`src/vsel_regs.svh`:
```
// Register map of the regulator voltage-select bank.
// Assumes byte-wide accesses from the serial management port logic.
`ifndef VSEL_REGS_SVH
`define VSEL_REGS_SVH
`define OFS_BUCK_A_NORMAL 8'h96
`define OFS_BUCK_A_SLEEP  8'h97
`define OFS_BUCK_B_NORMAL 8'h98
`define OFS_BUCK_B_SLEEP  8'h99
`define OFS_LINEAR_PAIR   8'h9A
`define CODE_MSB          7
`define CODE_LSB          1
`define FALL_BIT          0
`define LIN_SLP_MSB       7
`define LIN_SLP_LSB       4
`define LIN_NRM_MSB       3
`define LIN_NRM_LSB       0
`define RESET_BYTE        8'h00
`define RSVD_ZERO         1'h0
`define READ_UNMAPPED     8'h00
`endif
```
`src/vsel_pkg.sv`:
```
// Types shared by the voltage-select bank.
// Assumes vsel_regs.svh supplies the offsets.
package vsel_pkg;
  typedef logic [7:0] byte_t;
  typedef logic [6:0] buck_code_t;
  typedef logic [3:0] lin_code_t;
  typedef enum logic [2:0] {
    SEL_NONE     = 3'h0,
    SEL_A_NORMAL = 3'h1,
    SEL_A_SLEEP  = 3'h3,
    SEL_B_NORMAL = 3'h2,
    SEL_B_SLEEP  = 3'h6,
    SEL_LINEAR   = 3'h7
  } reg_sel_t;
endpackage : vsel_pkg

```
`src/vsel_decode_if.sv`:
```
// Decode result carried from the decoder to the register bank.
// Assumes one clock domain.
`timescale 1ns/1ps
interface vsel_decode_if;
  import vsel_pkg::*;
  reg_sel_t sel;
  modport dec (output sel);
  modport bank (input sel);
endinterface : vsel_decode_if

```
`src/vsel_bank.sv`:
```
// Voltage-select register bank for two bucks and one linear regulator.
// Assumes the management port delivers synchronous byte reads and writes.
`timescale 1ns/1ps
`include "vsel_regs.svh"
module vsel_bank (
  input  wire logic                 CLK_SYS_I,
  input  wire logic                 RESET_I,
  input  wire logic [7:0]           ADDR_I,
  input  wire logic                 WR_EN_I,
  input  wire logic                 RD_EN_I,
  input  wire vsel_pkg::byte_t      WDATA_I,
  input  wire logic                 BUCK_B_FINE_RANGE_I,
  output vsel_pkg::byte_t           RDATA_O,
  output vsel_pkg::buck_code_t      BUCK_A_NORMAL_CODE_O,
  output logic                      BUCK_A_PASSIVE_FALL_SEL_O,
  output vsel_pkg::buck_code_t      BUCK_A_SLEEP_CODE_O,
  output vsel_pkg::buck_code_t      BUCK_B_NORMAL_CODE_O,
  output logic                      BUCK_B_PASSIVE_FALL_SEL_O,
  output vsel_pkg::buck_code_t      BUCK_B_SLEEP_CODE_O,
  output logic                      BUCK_B_FINE_RANGE_O,
  output vsel_pkg::lin_code_t       LINEAR_REG_NORMAL_CODE_O,
  output vsel_pkg::lin_code_t       LINEAR_REG_SLEEP_CODE_O
);
  import vsel_pkg::*;
  // ****************************************
  // Decode
  // ****************************************
  vsel_decode_if dif ();
  vsel_decode u_dec (
    .addr_i (ADDR_I),
    .dec    (dif)
  );
  wire we_an = WR_EN_I && (dif.sel == SEL_A_NORMAL);
  wire we_as = WR_EN_I && (dif.sel == SEL_A_SLEEP);
  wire we_bn = WR_EN_I && (dif.sel == SEL_B_NORMAL);
  wire we_bs = WR_EN_I && (dif.sel == SEL_B_SLEEP);
  wire we_ln = WR_EN_I && (dif.sel == SEL_LINEAR);
  // Factory values are unknown here, so all fields clear at reset
  byte_t an_ff, as_ff, bn_ff, bs_ff, ln_ff;
  wire byte_t wsleep = {WDATA_I[`CODE_MSB:`CODE_LSB], `RSVD_ZERO};
  // ****************************************
  // Storage
  // ****************************************
  always_ff @(posedge CLK_SYS_I) begin
    if (RESET_I) begin
      an_ff <= `RESET_BYTE;
      as_ff <= `RESET_BYTE;
      bn_ff <= `RESET_BYTE;
      bs_ff <= `RESET_BYTE;
      ln_ff <= `RESET_BYTE;
    end else begin
      if (we_an) an_ff <= WDATA_I;
      if (we_as) as_ff <= wsleep;
      if (we_bn) bn_ff <= WDATA_I;
      if (we_bs) bs_ff <= wsleep;
      if (we_ln) ln_ff <= WDATA_I;
    end
  end
  // ****************************************
  // Readback
  // ****************************************
  wire byte_t rd_mux = (dif.sel == SEL_A_NORMAL) ? an_ff :
                       (dif.sel == SEL_A_SLEEP)  ? as_ff :
                       (dif.sel == SEL_B_NORMAL) ? bn_ff :
                       (dif.sel == SEL_B_SLEEP)  ? bs_ff :
                       (dif.sel == SEL_LINEAR)   ? ln_ff : `READ_UNMAPPED;
  // Outputs registered once more so every port leaves a flip-flop
  always_ff @(posedge CLK_SYS_I) begin
    if (RESET_I) begin
      RDATA_O                   <= `RESET_BYTE;
      BUCK_A_NORMAL_CODE_O      <= '0;
      BUCK_A_PASSIVE_FALL_SEL_O <= 1'h0;
      BUCK_A_SLEEP_CODE_O       <= '0;
      BUCK_B_NORMAL_CODE_O      <= '0;
      BUCK_B_PASSIVE_FALL_SEL_O <= 1'h0;
      BUCK_B_SLEEP_CODE_O       <= '0;
      BUCK_B_FINE_RANGE_O       <= 1'h0;
      LINEAR_REG_NORMAL_CODE_O  <= '0;
      LINEAR_REG_SLEEP_CODE_O   <= '0;
    end else begin
      if (RD_EN_I) RDATA_O <= rd_mux;
      BUCK_A_NORMAL_CODE_O      <= an_ff[`CODE_MSB:`CODE_LSB];
      BUCK_A_PASSIVE_FALL_SEL_O <= an_ff[`FALL_BIT];
      BUCK_A_SLEEP_CODE_O       <= as_ff[`CODE_MSB:`CODE_LSB];
      BUCK_B_NORMAL_CODE_O      <= bn_ff[`CODE_MSB:`CODE_LSB];
      BUCK_B_PASSIVE_FALL_SEL_O <= bn_ff[`FALL_BIT];
      BUCK_B_SLEEP_CODE_O       <= bs_ff[`CODE_MSB:`CODE_LSB];
      // Table choice is a strap from outside; it tags both buck B codes
      BUCK_B_FINE_RANGE_O       <= BUCK_B_FINE_RANGE_I;
      LINEAR_REG_NORMAL_CODE_O  <= ln_ff[`LIN_NRM_MSB:`LIN_NRM_LSB];
      LINEAR_REG_SLEEP_CODE_O   <= ln_ff[`LIN_SLP_MSB:`LIN_SLP_LSB];
    end
  end
endmodule : vsel_bank

```
`src/vsel_decode.sv`:
```
// Address decoder of the voltage-select bank.
// Assumes a byte address from the management port.
`timescale 1ns/1ps
`include "vsel_regs.svh"
module vsel_decode (
  input  wire logic [7:0] addr_i,
  vsel_decode_if.dec      dec
);
  import vsel_pkg::*;
  // ****************************************
  // Address match
  // ****************************************
  wire hit_an = (addr_i == `OFS_BUCK_A_NORMAL);
  wire hit_as = (addr_i == `OFS_BUCK_A_SLEEP);
  wire hit_bn = (addr_i == `OFS_BUCK_B_NORMAL);
  wire hit_bs = (addr_i == `OFS_BUCK_B_SLEEP);
  wire hit_ln = (addr_i == `OFS_LINEAR_PAIR);
  assign dec.sel = hit_an ? SEL_A_NORMAL :
                   hit_as ? SEL_A_SLEEP  :
                   hit_bn ? SEL_B_NORMAL :
                   hit_bs ? SEL_B_SLEEP  :
                   hit_ln ? SEL_LINEAR   : SEL_NONE;
endmodule : vsel_decode

```
`config.mk`:
```
export PLATFORM = sky130hd
export DESIGN_NAME = vsel_bank
export DESIGN_NICKNAME = d
export VERILOG_FILES = /design/src/vsel_pkg.sv /design/src/vsel_decode_if.sv /design/src/vsel_bank.sv /design/src/vsel_decode.sv
export VERILOG_INCLUDE_DIRS = /design/src
export SDC_FILE = /design/constraint.sdc
export NUM_CORES = 1
export LEC_CHECK = 0
export ABC_AREA = 1
export BUFFER_PORTS_ARGS = -buffer_cell sky130_fd_sc_hd__buf_2
export CORE_MARGIN = 8
export CORE_UTILIZATION = 50
export DETAILED_ROUTE_END_ITERATION = 8
export PLACE_DENSITY = 0.81
export SLEW_MARGIN = 20
export SYNTH_ARGS = -nofsm -noshare
export SYNTH_HDL_FRONTEND = slang
export SYNTH_SLANG_ARGS = --single-unit
export TNS_END_PERCENT = 100
```
`constraint.sdc`:
```
create_clock -name CLK_SYS_I -period 1.4 [get_ports CLK_SYS_I]
set_input_delay 0.28 -clock CLK_SYS_I [delete_from_list [all_inputs] [get_ports CLK_SYS_I]]
set_output_delay 0.28 -clock CLK_SYS_I [all_outputs]
set_load 0.01 [all_outputs]
```
* After elaboration in Yosys (flattened, before gate mapping)
Cells that the tools add are included.
** Storage, ports and cells
- Bits in registers :: 85
- Input bits :: 21
- Output and inout port bits :: 47
- Logic and storage cells :: 40
** Operators by class
- Equal/unequal tests :: 10
- Multiplexer cells :: 10
- Reduce and logical (&&, ||, !) cells :: 5
** Operator list (count)
- 8-bit == test (second input constant) :: 5
- 8-bit 2-to-1 mux :: 5
- 3-bit 2-to-1 mux :: 5
- 3-bit by 2-bit == test with 1-bit output (second input constant) :: 2
- 3-bit == test (second input constant) :: 2
- 1-bit logical AND :: 5
- 3-bit by 1-bit == test with 1-bit output (second input constant) :: 1

* Longest topological paths before layout
- Depth after elaboration :: 12
- Gate-level depth with buffers :: 10
- Mapped depth without buffers :: 9

* By module
Synthesis repeated with hierarchy kept, for this count alone.
** Second synthesis, totals
- Cells, all modules :: 375
- Area, all modules :: 3076.7 sq um
** Modules (own cells, without submodules)
- vsel_bank :: times used 1, cells each 348, area each 2970.3 sq um, sequential area each 1701.6 sq um
- vsel_decode :: times used 1, cells each 27, area each 106.4 sq um, sequential area each 0.0 sq um

* Least setup slack after synthesis
No wires, ideal clock.
- Path type :: input port to flip-flop
- From :: in ADDR_I[5]
- To :: reg ln_ff[6]
- Library setup time :: 0.116 ns
- Arrival time :: 1.136 ns
- Required time :: 1.284 ns
- Setup slack :: 0.148 ns
- Stages :: 8
- Buffers on the path :: 1
- Cells stage by stage :: inv_1 > nand2_2 > nor2_4 > nor3b_4 > nand2_2 > buf_6 > o21ai_1 > a21oi_1
** On the way
- Longest elaborated chain between the ends :: 8
- Elaborated cells on any way between the ends :: 12
- Classes of those cells :: eq/ne: 6; mux: 5; reduce/logical: 1
** RTL lines
- start, declared :: RTL line vsel_bank.sv:8 : input wire logic [7:0] ADDR_I,
- 8-bit == test (no line)
- 3-bit 2-to-1 mux :: RTL line vsel_decode.sv:22 : hit_ln ? SEL_LINEAR : SEL_NONE;
- 3-bit 2-to-1 mux :: RTL line vsel_decode.sv:21 : hit_bs ? SEL_B_SLEEP :
- 3-bit 2-to-1 mux :: RTL line vsel_decode.sv:20 : hit_bn ? SEL_B_NORMAL :
- 3-bit 2-to-1 mux :: RTL line vsel_decode.sv:19 : hit_as ? SEL_A_SLEEP :
- 3-bit 2-to-1 mux * :: RTL line vsel_decode.sv:18 : assign dec.sel = hit_an ? SEL_A_NORMAL :
- 3-bit == test * :: RTL line vsel_bank.sv:37 : wire we_ln = WR_EN_I && (dif.sel == SEL_LINEAR);
- 1-bit logical AND * :: RTL line vsel_bank.sv:37
- end signal, assigned :: RTL line vsel_bank.sv:50 : ln_ff <= `RESET_BYTE;
- end, declared :: RTL line vsel_bank.sv:39 : byte_t an_ff, as_ff, bn_ff, bs_ff, ln_ff;
Mark *: on every way between the ends. The rest lies on a longest branch, timed or not.
A chain may end at the register's enable or synchronous reset.

* Worst setup path after layout
- From :: in ADDR_I[5]
- To :: reg ln_ff[4]
The elaborated chain is that of the path after synthesis.

==> out/metrics.csv <==
stage,metric,value,unit
cts,CTS HTree Levels,3,
layout,Seq. cell area,0.00170,sq mm
detailed_routing,count of nets left with antenna violations after detail routing,0,
timing,Tmin final,1.16,ns
power,power density normalized to cell area,1160,mW/mm^2
timing,slew margin rel.,79.7,%
timing,final clock period utilization by the worst path,83.2,%
global_route,maximum number of pins on one net before global-route repair,34,
placement,number of instances in the placed design,509,
setup_path,CP cell instances,buf_2 -> inv_1 -> nand2_2 -> nor2_4 -> nor3b_4 -> nand2_2 -> o21ai_0 -> a21oi_1,
detailed_routing,detailed-route via count,2594,
power,static leakage,1.68,nW
layout,most frequent cells in the layout,"85 x sky130_fd_sc_hd__dfxtp_1, 67 x sky130_fd_sc_hd__buf_2, 60 x sky130_fd_sc_hd__nor2_1, 50 x sky130_fd_sc_hd__inv_1, 40 x sky130_fd_sc_hd__o21ai_0",
detailed_routing,number of DRC markers in iteration 0,134,
timing,post-route clock skew,0.00976,ns
detailed_routing,post-detailed-route DRC marker count,0,
cts,# Post-CTS Setup Buffers,0,
die,placeable core region,0.00592,sq mm
setup_path,top cell family by delay on the critical path,simple AND/OR/NAND/NOR gates,
yosys,Avg Inst Size Synth,8.41,sq um
layout,signed area change from the synthesized netlist to the final layout,21.4,%
cts,CTS resizes,0,
cts,CTS Root Buffer Type,sky130_fd_sc_hd__clkbuf_8,
layout,"most common cell after layout, fill and taps aside",sky130_fd_sc_hd__dfxtp_1,
yosys,Synth cell types,25,
setup_path,Worst EP required,1.64,ns
die,Die Span Y,94.5,um
yosys,net count after synthesis,387,
cts,post-CTS clock slew at the launch and capture registers of the worst setup and hold paths,0.08,ns
detailed_routing,Vias per Instance,4.95,
yosys,Syn Inst Count,366,
setup_path,kind of critical path,primary input to flop,
setup_path,largest driver fanout on the critical path,16,
detailed_routing,wire per inst,14.6,um
timing,number of hold violations in the final report,0,
setup_path,cell at the slowest stage of the critical path,sky130_fd_sc_hd__nor3b_4,
cts,total CTS buffers,9,
placement,IO buf count,67,
layout,fraction of layout instances using a drive strength above 1,25.2,%
global_route,wire length of the first global-routing pass,12800,um
die,die area,0.00892,sq mm
global_route,number of antenna violations at the first check in global routing,0,
detailed_routing,First-pass DRT Iterations,4,
placement,sum of net half-perimeters after detailed placement,5760,um
timing,number of setup violations in the final report,0,
setup_path,crit end category,flop,
timing,unrepaired setup endpoints after global routing,false,
timing,final count of pins violating max slew,0,
power,worst ir drop on vdd,0.837,mV
timing,final total negative setup slack,0,ns
yosys,fraction of registers with async set or reset after synthesis,0,%
yosys,part of the Yosys area used for sequential elements,55.3,%
detailed_routing,routed wl met2,3550,um
yosys,number of flops mapped to enable cells by yosys,0,
global_route,total global routing overflow,0,
global_route,aggregate global-route resource usage,18.5,%
cts,clk sinks,85,
detailed_routing,detailed route wirelength on metal3,624,um
hold_path,worst hold path class,primary input to flop,
placement,Final Wtd Congestion,0.932,
timing,worst-margin pin slew,0.304,ns
die,Die X,94.5,um
detailed_routing,DR top layer,met4,
yosys,synthesized cell area,0.00308,sq mm
setup_path,Buf/Inv on CP,2,
cts,worst-skew pair later-pin latency,0.35,ns
setup_path,Worst Path Arrival,1.40,ns
yosys,area share of the largest cell type after synthesis,55.3,%
power,total power,4.35,mW
timing,highest achievable clock rate,859,MHz
die,total number of placement rows,28,
layout,filler instances,535,
detailed_routing,total length of routed wires,7640,um
die,initial core utilization,52.0,%
layout,count of inserted antenna diode cells,0,
timing,minimum setup slack in the final design,0.235,ns
flow_run,count of max-cap constraint violations,0,
setup_path,cell occurring most often along the worst timing path,sky130_fd_sc_hd__nand2_2,
timing,worst hold slack across all endpoints,0.133,ns
layout,Post-Layout Cell Count,524,
placement,"worst slack, placed",-0.132,ns
yosys,cell types occupying the most area after synthesis,"sky130_fd_sc_hd__dfxtp_1 55%, sky130_fd_sc_hd__nor2_1 7.3%, sky130_fd_sc_hd__o21ai_0 6.5%",
die,I/O pin total,68,
yosys,#FFs+latches synth,85,
layout,Final nets,466,
yosys,most used flip-flop cell after synthesis,sky130_fd_sc_hd__dfxtp_1,
outcome,outcome,completed,
detailed_routing,met1 wire length,3280,um
setup_path,Max stage delay on crit path,0.26,ns
layout,Multi-input gate area,0.00108,sq mm
setup_path,critical path launch point type,primary input,
yosys,Yosys warning total,0,
cts,CTS tree,built,
global_route,via count of the first global-routing pass,2594,
cts,maximum buffer depth of the clock tree,2,
yosys,cell type contributing the most total cell area after synthesis,sky130_fd_sc_hd__dfxtp_1,
cts,number of hold buffers added after cts,0,
## worst min-delay path: stages
cell	delay, ns
sky130_fd_sc_hd__buf_2	0.07
sky130_fd_sc_hd__inv_1	0.03
sky130_fd_sc_hd__nor2_1	0.06
## synthesized netlist by cell type, types with 3 or more instances
cell                        n
sky130_fd_sc_hd__a211oi_1   8
sky130_fd_sc_hd__a21oi_1   28
sky130_fd_sc_hd__buf_6      6
sky130_fd_sc_hd__clkbuf_1   9
sky130_fd_sc_hd__dfxtp_1   85
sky130_fd_sc_hd__inv_1     50
sky130_fd_sc_hd__nand2_1   19
sky130_fd_sc_hd__nand2_2    6
sky130_fd_sc_hd__nand3_1   25
sky130_fd_sc_hd__nor2_1    60
sky130_fd_sc_hd__nor2_4     4
sky130_fd_sc_hd__nor3_1     8
sky130_fd_sc_hd__o21ai_0   40
sky130_fd_sc_hd__o21ai_1    3
sky130_fd_sc_hd__o21bai_1   5
## power breakdown
part / total, mW / internal, mW / switching, mW
clock: 1.71 / 0.916 / 0.795
sequential: 2.43 / 2.43 / 0.00431
combinational: 0.204 / 0.0672 / 0.137
total: 4.35 / 3.41 / 0.937
## cells by family (layout without fill, tap and decap cells)
logic type             count (synthesis)  count (layout)  synth area share [%]
DFF                                   85              85                  55.3
AOI/OAI and AO/OA                     87              87                  15.5
and+or+nand+nor                      127             127                  19.5
buffers and inverters                 67             150                  9.71
## worst paths after layout
| path | depth (start not counted) | slack (ns) | endpoint | start |
|---|---|---|---|---|
| worst max-delay path | 8 | 0.24 | ln_ff[4] | ADDR_I[5] |
| worst min-delay path | 3 | 0.13 | BUCK_B_FINE_RANGE_O | BUCK_B_FINE_RANGE_I |
| worst max register to register | 4 | 0.52 | RDATA_O[3] | as_ff[3] |
| worst min register to register | 2 | 0.45 | BUCK_B_SLEEP_CODE_O[1] | bs_ff[2] |
## metal layers
layer  up-vias  GRT usage, %
met1      1173          21.4
met5         -             0
met2        72          31.1
met3        14          4.92
li1       1335             -
met4         0          8.97
## flip-flops by register name, indices dropped and copies added, names as in the netlist
signal and flops:
RDATA_O 8, an_ff 8, bn_ff 8, ln_ff 8
BUCK_A_NORMAL_CODE_O 7, BUCK_A_SLEEP_CODE_O 7, BUCK_B_NORMAL_CODE_O 7, BUCK_B_SLEEP_CODE_O 7
as_ff 7, bs_ff 7, LINEAR_REG_NORMAL_CODE_O 4, LINEAR_REG_SLEEP_CODE_O 4
BUCK_A_PASSIVE_FALL_SEL_O 1, BUCK_B_FINE_RANGE_O 1, BUCK_B_PASSIVE_FALL_SEL_O 1
## per-stage QoR
stage	util, %	cell area, sq um
2_1_floorplan	-	3080
3_3_place_gp	59.8	3540
3_5_place_dp	59.8	3540
4_1_cts	63.1	3740
5_1_grt	63.1	3740
6_report	63.1	3740
## area by class of cell
cell class,instances,area share (%)
Multi-Input combinational cell,214,28.8
Tap cell,75,2.51
Sequential cell,85,45.5
Clock inverter,1,0.804
Clock buffer,14,4.35
Timing Repair Buffer,85,12.9
Inverter,50,5.02
Note: power is estimated with default switching activity, not from simulation.
